[src/rtl/lpdc_defines.svh]
// constants for the led pump dimming control block
// Operation
// - host holds input high 10 us before dimming
// - host low pulse lasts 0.2 to 100 us
// - host high gap at least 0.2 us
// - low for 1.5 ms enters shutdown
// - new current settles within 40 us
// - undervoltage disables channels, enters shutdown
// - first rise from shutdown gives full scale
// - sinks high impedance in shutdown
// - current set pin released in shutdown
// - pump starts in 1x ratio
// - adequate headroom keeps 1x ratio
// - low headroom steps 1x to 1.33x after 400 us
// - same delayed steps to 1.5x, 2x
// - sufficient supply returns directly to 1x
// - each rising edge halves current level
// - edge after lowest level restores full scale
// - low pulses below minimum are filtered
`ifndef LPDC_DEFINES_SVH
`define LPDC_DEFINES_SVH
`define LPDC_CLK_MHZ 250
`define LPDC_SETUP_NS 10000
`define LPDC_LO_MIN_NS 200
`define LPDC_LO_MAX_NS 100000
`define LPDC_HI_MIN_NS 200
`define LPDC_OFF_NS 1500000
`define LPDC_SETTLE_NS 40000
`define LPDC_STEP_NS 400000
`define LPDC_CYC(ns) (((ns) * `LPDC_CLK_MHZ + 999) / 1000)
`define LPDC_CYC_DN(ns) (((ns) * `LPDC_CLK_MHZ) / 1000)
`define LPDC_LVL_FULL 3'h0
`define LPDC_LVL_LAST 3'h5
`define LPDC_CNT_W 20
`endif

[src/rtl/lpdc_pkg.sv]
// types shared by both ends of the dimming link
package lpdc_pkg;
  typedef enum logic [3:0] {
    LPDC_R1X = 4'h1,
    LPDC_R133 = 4'h2,
    LPDC_R15 = 4'h4,
    LPDC_R2X = 4'h8
  } lpdc_ratio_type;
  typedef enum logic [2:0] {
    LPDC_OFF = 3'h1,
    LPDC_HIGH = 3'h2,
    LPDC_LOW = 3'h4
  } lpdc_dev_type;
  typedef enum logic [3:0] {
    LPDC_H_IDLE = 4'h1,
    LPDC_H_SETUP = 4'h2,
    LPDC_H_LO = 4'h4,
    LPDC_H_HI = 4'h8
  } lpdc_host_type;
endpackage

[src/rtl/lpdc_link_if.sv]
// one-wire enable and dimming link between host and driver
`timescale 1ns/1ps
interface lpdc_link_if;
  logic enable_dim_input;
  modport host (output enable_dim_input);
  modport device (input enable_dim_input);
endinterface

[src/rtl/lpdc_device.sv]
// driver end: one-wire decode, dimming level and pump ratio control
`timescale 1ns/1ps
`include "lpdc_defines.svh"
module lpdc_device #(
  parameter int OFF_CYC = `LPDC_CYC(`LPDC_OFF_NS),
  parameter int STEP_CYC = `LPDC_CYC_DN(`LPDC_STEP_NS),
  parameter int SETTLE_CYC = `LPDC_CYC_DN(`LPDC_SETTLE_NS)
) (
  input wire logic mclk,
  input wire logic rst_n,
  lpdc_link_if.device link,
  input wire logic undervoltage_lockout,
  input wire logic [3:0] headroom_low,
  input wire logic supply_ok_1x,
  output logic enabled,
  output logic [2:0] dim_level,
  output logic [3:0] sink_oe,
  output logic current_set_oe,
  output logic settling,
  output lpdc_pkg::lpdc_ratio_type pump_ratio
);
  localparam int LO_MIN = `LPDC_CYC(`LPDC_LO_MIN_NS);
  logic en_s1_r, en_s2_r, uv_s1_r, uv_s2_r;
  lpdc_pkg::lpdc_dev_type st_r, st_nxt;
  lpdc_pkg::lpdc_ratio_type rat_r, rat_nxt;
  logic [`LPDC_CNT_W-1:0] lo_r, lo_nxt, df_r, df_nxt, st_cnt_r, st_cnt_nxt;
  logic [2:0] lvl_r, lvl_nxt;
  logic dim_ev;

  // two-stage synchronisers for pin and undervoltage
  always_ff @(posedge mclk or negedge rst_n) begin
    if (!rst_n) begin
      en_s1_r <= 1'b0;
      en_s2_r <= 1'b0;
      uv_s1_r <= 1'b0;
      uv_s2_r <= 1'b0;
    end else begin
      en_s1_r <= link.enable_dim_input;
      en_s2_r <= en_s1_r;
      uv_s1_r <= undervoltage_lockout;
      uv_s2_r <= uv_s1_r;
    end
  end

  // line state, low timer, dimming level
  always_comb begin
    st_nxt = st_r;
    lo_nxt = lo_r;
    lvl_nxt = lvl_r;
    dim_ev = 1'b0;
    unique case (st_r)
      lpdc_pkg::LPDC_OFF: begin
        lvl_nxt = `LPDC_LVL_FULL;
        if (en_s2_r) begin
          st_nxt = lpdc_pkg::LPDC_HIGH;
          dim_ev = 1'b1;
        end
      end
      lpdc_pkg::LPDC_HIGH: begin
        lo_nxt = '0;
        if (!en_s2_r) st_nxt = lpdc_pkg::LPDC_LOW;
      end
      lpdc_pkg::LPDC_LOW: begin
        lo_nxt = lo_r + 1'b1;
        if (int'(lo_r) + 2 >= OFF_CYC) begin
          st_nxt = lpdc_pkg::LPDC_OFF;
        end else if (en_s2_r) begin
          st_nxt = lpdc_pkg::LPDC_HIGH;
          if (int'(lo_r) + 1 >= LO_MIN) begin
            dim_ev = 1'b1;
            lvl_nxt = (lvl_r == `LPDC_LVL_LAST) ? `LPDC_LVL_FULL
                      : lvl_r + 3'h1;
          end
        end
      end
    endcase
    if (uv_s2_r) begin
      st_nxt = lpdc_pkg::LPDC_OFF;
      lvl_nxt = `LPDC_LVL_FULL;
      dim_ev = 1'b0;
    end
  end

  // settle window after enable or a dimming step (not on entry to shutdown)
  always_comb begin
    st_cnt_nxt = st_cnt_r;
    if (dim_ev) st_cnt_nxt = `LPDC_CNT_W'(SETTLE_CYC);
    else if (st_cnt_r != '0) st_cnt_nxt = st_cnt_r - 1'b1;
  end

  // pump ratio sequencing with filter delay
  always_comb begin
    rat_nxt = rat_r;
    df_nxt = '0;
    if (st_nxt == lpdc_pkg::LPDC_OFF) begin
      rat_nxt = lpdc_pkg::LPDC_R1X;
    end else if (rat_r != lpdc_pkg::LPDC_R1X && supply_ok_1x) begin
      rat_nxt = lpdc_pkg::LPDC_R1X;
    end else if (headroom_low != 4'h0 && rat_r != lpdc_pkg::LPDC_R2X) begin
      df_nxt = df_r + 1'b1;
      if (int'(df_r) + 1 >= STEP_CYC) begin
        df_nxt = '0;
        unique case (rat_r)
          lpdc_pkg::LPDC_R1X: rat_nxt = lpdc_pkg::LPDC_R133;
          lpdc_pkg::LPDC_R133: rat_nxt = lpdc_pkg::LPDC_R15;
          default: rat_nxt = lpdc_pkg::LPDC_R2X;
        endcase
      end
    end // otherwise hold ratio
  end

  // state registers
  always_ff @(posedge mclk or negedge rst_n) begin
    if (!rst_n) begin
      st_r <= lpdc_pkg::LPDC_OFF;
      lo_r <= '0;
      lvl_r <= `LPDC_LVL_FULL;
      rat_r <= lpdc_pkg::LPDC_R1X;
      df_r <= '0;
      st_cnt_r <= '0;
    end else begin
      st_r <= st_nxt;
      lo_r <= lo_nxt;
      lvl_r <= lvl_nxt;
      rat_r <= rat_nxt;
      df_r <= df_nxt;
      st_cnt_r <= st_cnt_nxt;
    end
  end

  // registered outputs
  always_ff @(posedge mclk or negedge rst_n) begin
    if (!rst_n) begin
      enabled <= 1'b0;
      dim_level <= `LPDC_LVL_FULL;
      sink_oe <= 4'h0;
      current_set_oe <= 1'b0;
      settling <= 1'b0;
      pump_ratio <= lpdc_pkg::LPDC_R1X;
    end else begin
      enabled <= st_nxt != lpdc_pkg::LPDC_OFF;
      dim_level <= lvl_nxt;
      sink_oe <= {4{st_nxt != lpdc_pkg::LPDC_OFF}};
      current_set_oe <= st_nxt != lpdc_pkg::LPDC_OFF;
      settling <= st_cnt_nxt != '0;
      pump_ratio <= rat_nxt;
    end
  end
endmodule

[src/flat_wrapper.sv]
// flat-port wrapper written by rule: the top's interface ports become plain ports
module lpdc_device_flat 
#(
  parameter int OFF_CYC = `LPDC_CYC(`LPDC_OFF_NS),
  parameter int STEP_CYC = `LPDC_CYC_DN(`LPDC_STEP_NS),
  parameter int SETTLE_CYC = `LPDC_CYC_DN(`LPDC_SETTLE_NS)
)
  (mclk, rst_n, undervoltage_lockout, headroom_low, supply_ok_1x, enabled, dim_level, sink_oe, current_set_oe, settling, pump_ratio, link_enable_dim_input);
  lpdc_link_if link_i ();
  input wire logic mclk;
  input wire logic rst_n;
  input wire logic undervoltage_lockout;
  input wire logic [3:0] headroom_low;
  input wire logic supply_ok_1x;
  output logic enabled;
  output logic [2:0] dim_level;
  output logic [3:0] sink_oe;
  output logic current_set_oe;
  output logic settling;
  output lpdc_pkg::lpdc_ratio_type pump_ratio;
  input wire logic [$bits(link_i.enable_dim_input)-1:0] link_enable_dim_input;
  assign link_i.enable_dim_input = link_enable_dim_input;
  lpdc_device #(.OFF_CYC(OFF_CYC), .STEP_CYC(STEP_CYC), .SETTLE_CYC(SETTLE_CYC)) u_core (.mclk(mclk), .rst_n(rst_n), .link(link_i), .undervoltage_lockout(undervoltage_lockout), .headroom_low(headroom_low), .supply_ok_1x(supply_ok_1x), .enabled(enabled), .dim_level(dim_level), .sink_oe(sink_oe), .current_set_oe(current_set_oe), .settling(settling), .pump_ratio(pump_ratio));
endmodule
[config.mk]
export PLATFORM = sky130hd
export DESIGN_NAME = lpdc_device_flat
export DESIGN_NICKNAME = d
export VERILOG_FILES = /design/src/rtl/lpdc_pkg.sv /design/src/rtl/lpdc_link_if.sv /design/src/rtl/lpdc_device.sv /design/src/flat_wrapper.sv
export VERILOG_INCLUDE_DIRS = /design/src /design/src/rtl
export SDC_FILE = /design/constraint.sdc
export NUM_CORES = 1
export LEC_CHECK = 0
export BUFFER_PORTS_ARGS = -buffer_cell sky130_fd_sc_hd__buf_2
export CORE_UTILIZATION = 45
export CTS_BUF_LIST = sky130_fd_sc_hd__clkbuf_8
export DETAILED_ROUTE_END_ITERATION = 12
export PLACE_DENSITY = 0.57
export SYNTH_ARGS = -nofsm -noshare
export SYNTH_HDL_FRONTEND = slang
export SYNTH_SLANG_ARGS = --single-unit
[constraint.sdc]
create_clock -name mclk -period 3.4 [get_ports mclk]
set_clock_uncertainty 0.15 [all_clocks]
set_input_delay 0 -clock mclk [delete_from_list [all_inputs] [get_ports mclk]]
set_output_delay 0 -clock mclk [all_outputs]
set_load 0.02 [all_outputs]
==> flow_summary.yaml, run 1 <==
pwr:
  p_leak_uw: 0.00226
  p_per_area_nw_per_um2: 376
  vdd_ir_drop_max_uv: 267
cells_and_area:
  fin_cells: 725
  nFillCells: 1022
  n_antenna_cell: 0
  layout-drive-gt1-share_pct: 13.5
  areaGrowthSynthToFinish_pct: 8.81
  nets: 598
sta:
  min_period_ps: 3240
  drv_slew: 0
  post-route-period-util_pct: 95.4
  slew_headroom_pct: 34.8
  setup_tns_ps: 0
  hold_viol: 0
  tightest_slew_ps: 978
  setup_violations: 0
  fmax_mhz: 308
critical_path:
  crit_end: "u_core.lvl_r[0]"
  r2r_slack_ps: 160
  worst_r2r_path_depth: 9
  endpoint_kind: "register"
  timing_worst_setup_path_type: "reg2reg"
  timing.rr.end: "u_core.lvl_r[0]"
  critPathLaunchType: "register"
  crit_arrival_ps: 3340
  reg2reg_from: "u_core.lo_r[2]"
  crit_fanout: 14
  cp-startpoint: "u_core.lo_r[2]"
  required_ps: 3500
synthesis:
  yosysMostFrequentCell: "dfrtp_1"
  synth_flop_cell: "dfrtp_1"
  avgSynthCellArea_sq_um: 8.93
  synth_edf_count: 0
  yosys.area.top_type: "dfrtp_1"
  yosys-top-cells-area: "dfrtp_1 37%, xor2_1 4.7%, nor2_1 3.8%"
  synthTopCellsByCount: "74 x dfrtp_1, 51 x nor2_1, 49 x nand2_1"
  synth_top_area_share_pct: 36.7
  ys.warnings.count: 0
  synth_cell_types: 79
  synthesis.area_sq_um: 5040
  ys_seq_area_share_pct: 37.8
  async_flop_share_pct: 100
  netlist_instances: 565
  synth-seq-cells: 76
grt:
  grt_max_degree: 77
  use_met2_pct: 32.1
  met1_usage_pct: 28.2
  busiest_layer: "met2"
  grtUsageMet3_pct: 4.00
  grt_use_total_pct: 20.9
  antenna_found_initial: 0
  grt_pass1_wl_mm: 19.1
  overflow: 0
  grt_pass1_vias: 4005
clocking:
  clkLatencyLatePin_ps: 360
  clk_path_buf_depth: 2
  cts_inserted_buffers: 9
  clk_pin_slew_ps: 80
  cts-root-buf: "clkbuf_8"
  clock_sinks: 76
  cts_tree: "yes"
  htreeDepth: 3
drt:
  wl_per_cell_microns: 15.4
  num_vias: 4253
  drt_iter0_markers: 285
  avgViaCountPerCell: 5.87
  drc_errors: 0
  antenna_left: 0
  routed_wl_mm: 11.1
  dr.pass1.iters: 4
status:
  status: "finished, final reports clean"
die:
  fp-row-count: 38
  io_pins: 23
  dieArea_sq_um: 11600
  die_y_microns: 108
  die_w_microns: 108
  start_util_pct: 46.3
  coreArea_sq_um: 10900
placed_design:
  dp_hpwl_mm: 7.71
  portBuffers: 22
  gp_congestion: 0.861
  dp.cells: 705
hold_path:
  hp-class: "in2reg"
job:
  drv_cap: 0
[cell type report]
type | instances | area (sq um) | share of cell area, %
Clock buffer | 10 | 138 | 2.51
Clock inverter | 5 | 53.8 | 0.980
Tap cell | 140 | 175 | 3.19
Timing Repair Buffer | 43 | 293 | 5.34
Inverter | 17 | 63.8 | 1.16
Multi-Input combinational cell | 434 | 2860 | 52.1
Sequential cell | 76 | 1900 | 34.7
[power breakdown]
part	total, uW	leakage [uW]	internal [uW]	switching, uW
Sequential	1030	0.000996	964	65.2
Clock	686	0.0000956	351	335
Combinational	350	0.00116	159	191
Total	2070	0.00226	1470	591
[routing by layer]
layer  part of all wire, %  wire, microns
met5                     0              0
met4                   1.4            156
met3                   5.0            552
met2                    46           5080
met1                    48           5350
[repair_timing]
item                                   CTS  global route
endpoints found under the hold margin   80             0
resized for setup                        0             1
setup endpoints to repair                0            23
setup buffers                            0             1
hold buffers                             4             0
[layout by cell type, fill, tap and decap left out, types with 4 or more instances in the layout]
cell type / instances
dlygate4sd3_1: 4
o22ai_1: 4
buf_4: 17
nor2b_1: 5
and4_1: 4
dfrtp_1: 74
xnor2_1: 17
ha_1: 8
nand3_1: 29
and3_1: 17
a311oi_1: 4
a21oi_1: 15
xor2_1: 27
and2_1: 13
inv_1: 18
a21o_1: 4
clkbuf_8: 10
o31ai_1: 12
nand4_1: 15
a31oi_1: 11
nor3_1: 14
o21ai_0: 37
nand4b_1: 5
nand2_1: 49
nor2_1: 51
buf_2: 21
nor4_1: 8
nand2b_1: 4
[worst max-delay path, stage by stage, from the launching register on]
cell and delay, ps:
dfrtp_1 540, ha_1 360, nand4_1 230, nor3_1 280
buf_4 180, o21ai_0 70, a31o_1 270, o211ai_4 450
and3_1 290, mux2_4 300
[logic make-up after synthesis]
family          Yosys count  share of synthesized area [%]
xor+xnor                 44                           7.64
flops                    76                           37.8
buf+inv                  57                           5.80
mux                       5                           1.12
compound gates          126                           18.3
simple gates            248                           27.3
other cells               1                         0.0744
fa+ha+maj                 8                           1.98
[worst min path at each step]
stage	startpoint	to	slack, ps	cells after the start
finish	undervoltage_lockout	u_core.uv_s1_r	140	2
global route	undervoltage_lockout	u_core.uv_s1_r	140	2
CTS	undervoltage_lockout	u_core.uv_s1_r	120	2
detailed placement	link_enable_dim_input	u_core.en_s1_r	-20	1
global placement	link_enable_dim_input	u_core.en_s1_r	-30	1
floorplan	rst_n	u_core.df_r[0]	-450	0
[state kept, by name (all words and copies together) (netlist names)]
signal	cells
u_core.settling	1
u_core.en_s2_r	1
u_core.lo_r	20
u_core.uv_s2_r	1
u_core.uv_s1_r	1
u_core.lvl_r	3
u_core.enabled	1
u_core.df_r	20
u_core.rat_r	4
u_core.en_s1_r	1
u_core.st_cnt_r	20
u_core.st_r	3
[stage by stage]
step           area (sq um)  hold WS (ps)  utilization (%)  setup slack (ps)  power, uW
2_1_floorplan          5050          -446                -               564       1290
3_3_place_gp           5230         -26.7             48.0               198       1390
3_5_place_dp           5230         -24.5             48.0              98.7       1390
4_1_cts                5460           118             50.2              71.7       2090
5_1_grt                5490           138             50.4             -25.2       2190
6_report               5490           138             50.4               157       2070
(Power assumes the default switching activity.)
==> run 2, diff against run 1 <==
CAP_MARGIN = 10   (was not set)
PLACE_DENSITY = not set   (was 0.57)
PLACE_DENSITY_LB_ADDON = 0.08   (was not set)
SLEW_MARGIN = 20   (was not set)
==> run 2 against run 1 <==
First-iteration DRC count decreased by 9.1%. Sequential share of layout area decreased by 0.30 points. Count of clock-buffer cells in the layout increased by 3. Global-route usage increased by 0.76 points. Flip-flop and latch count unchanged. Power decreased by 0.17%. Final cell count increased by 0.83%. Clock power decreased by 1%.
==> flow_summary.yaml, run 2 (synthesis results as in run 1) <==
clocking:
  cts-root-buf: "clkbuf_8"
  clk_pin_slew_ps: 80
  htreeDepth: 3
  clk_path_buf_depth: 2
  cts_inserted_buffers: 9
  cts_tree: "yes"
  clock_sinks: 76
  clkLatencyLatePin_ps: 370
sta:
  hold_viol: 0
  drv_slew: 0
  post-route-period-util_pct: 93.5
  rsz0062_at_grt: "false"
  min_period_ps: 3180
  setup_tns_ps: 0
  setup_ws_ps: 220
  tightest_slew_ps: 756
  slew_headroom_pct: 49.5
  fmax_mhz: 314
  setup_violations: 0
grt:
  grt_max_degree: 77
  overflow: 0
  grt_pass1_vias: 4056
  antenna_found_initial: 0
  grt_use_total_pct: 21.7
  grt_pass1_wl_mm: 19.8
cells_and_area:
  largestRegisters: "u_core.df_r: 20 flops, u_core.lo_r: 20 flops, u_core.st_cnt_r: 20 flops"
  fin_cells: 731
  layout_commonest_cell: "dfrtp_1"
  nets: 604
  n_antenna_cell: 0
  stdcell_area_sq_um: 5540
  areaGrowthSynthToFinish_pct: 9.82
  final_cell_mix: "73 x dfrtp_1, 51 x nor2_1, 49 x nand2_1"
  layout-drive-gt1-share_pct: 14.7
die:
  dieArea_sq_um: 11600
  start_util_pct: 46.3
  io_pins: 23
  die_w_microns: 108
  die_y_microns: 108
  fp-row-count: 38
  coreArea_sq_um: 10900
status:
  status: "finished, final reports clean"
drt:
  num_vias: 4239
  routed_wl_mm: 11.5
  dr.pass1.iters: 5
  wl_per_cell_microns: 15.7
  drt_iter0_markers: 259
  antenna_left: 0
  avgViaCountPerCell: 5.80
  drc_errors: 0
pwr:
  vdd_ir_drop_max_uv: 173
  p_leak_uw: 0.00229
  p_per_area_nw_per_um2: 372
  p_total_uw: 2060
critical_path:
  worst_r2r_path_depth: 9
  reg2reg_from: "u_core.lo_r[1]"
  critPathLaunchType: "register"
  r2r_slack_ps: 220
  endpoint_kind: "register"
  timing_worst_setup_path_type: "reg2reg"
  crit_arrival_ps: 3280
  timing.rr.end: "u_core.lvl_r[0]"
  required_ps: 3500
  crit_fanout: 9
placed_design:
  pre_cts_ws_ps: 70.0
  portBuffers: 22
  dpl-instance-area_sq_um: 5230
  gp_congestion: 0.870
  dp.cells: 705
  dp_hpwl_mm: 7.77
job:
  drv_cap: 0
hold_path:
  hp-class: "in2async"
==> run 2: cell count changes in the layout (fill, tap and decap cells not counted), sizes merged <==
cell,previous run,this run
buf,39,45
bufinv,1,0
clkbuf,10,13
clkinvlp,2,0
==> run 2: report_power, final <==
part	total [uW]	internal, uW	switching, uW
sequential	1030	964	62.4
combinational	356	160	196
clock	679	338	341
==> run 2: metal layers <==
layer  track usage [%]  share of wire, %  vias to the layer above
li1                  -                 -                     2082
met1              28.9                49                     2066
met2              35.1                46                       77
met3              3.21               3.3                       14
met4              8.81               1.8                        0
met5                 0                 0                        -
==> run 2: cell type report <==
type | count | area (sq um)
tap | 140 | 175
clock inverter | 2 | 8.76
sequential | 76 | 1910
inverter | 17 | 63.8
multi-input combinational | 434 | 2870
clock buffer | 13 | 179
timing repair buffer | 49 | 342
fill | 1020 | 5350
==> run 2: worst max path at each step <==
stage | end | slack (ps) | start | cells past startpoint
2_1_floorplan | u_core.lvl_r[0] | 560 | u_core.lo_r[0] | 10
3_3_place_gp | u_core.st_cnt_r[18] | 200 | u_core.lo_r[0] | 10
3_5_place_dp | u_core.st_cnt_r[18] | 70 | u_core.lo_r[0] | 10
4_1_cts | u_core.st_cnt_r[18] | 30 | u_core.lo_r[0] | 10
5_1_grt | u_core.lvl_r[0] | 0.2 | u_core.lo_r[2] | 9
6_report | u_core.lvl_r[0] | 220 | u_core.lo_r[1] | 9
==> run 2: worst max-delay path, stage by stage (launching register included) <==
cell and delay [ps]:
dfrtp_1 490, ha_1 330, and2_1 280, nand4_1 190, xnor2_1 170, nor4_1 370
o2111ai_1 170, o31a_1 380, and3_1 230, mux2_4 300
==> run 2: per-stage QoR <==
step	hold WS [ps]	utilization (%)
after floorplan	-446	-
after CTS	119	50.1
after detailed placement	-30.9	48.0
after global routing	144	50.9
final	74.8	50.9
after global placement	-27.8	48.0
==> run 2: repair_timing <==
action,in CTS,in global routing
endpoints found under the hold margin,80,0
setup endpoints to repair,0,24
buffers inserted,0,7
hold buffers,4,0
resized for setup,0,4
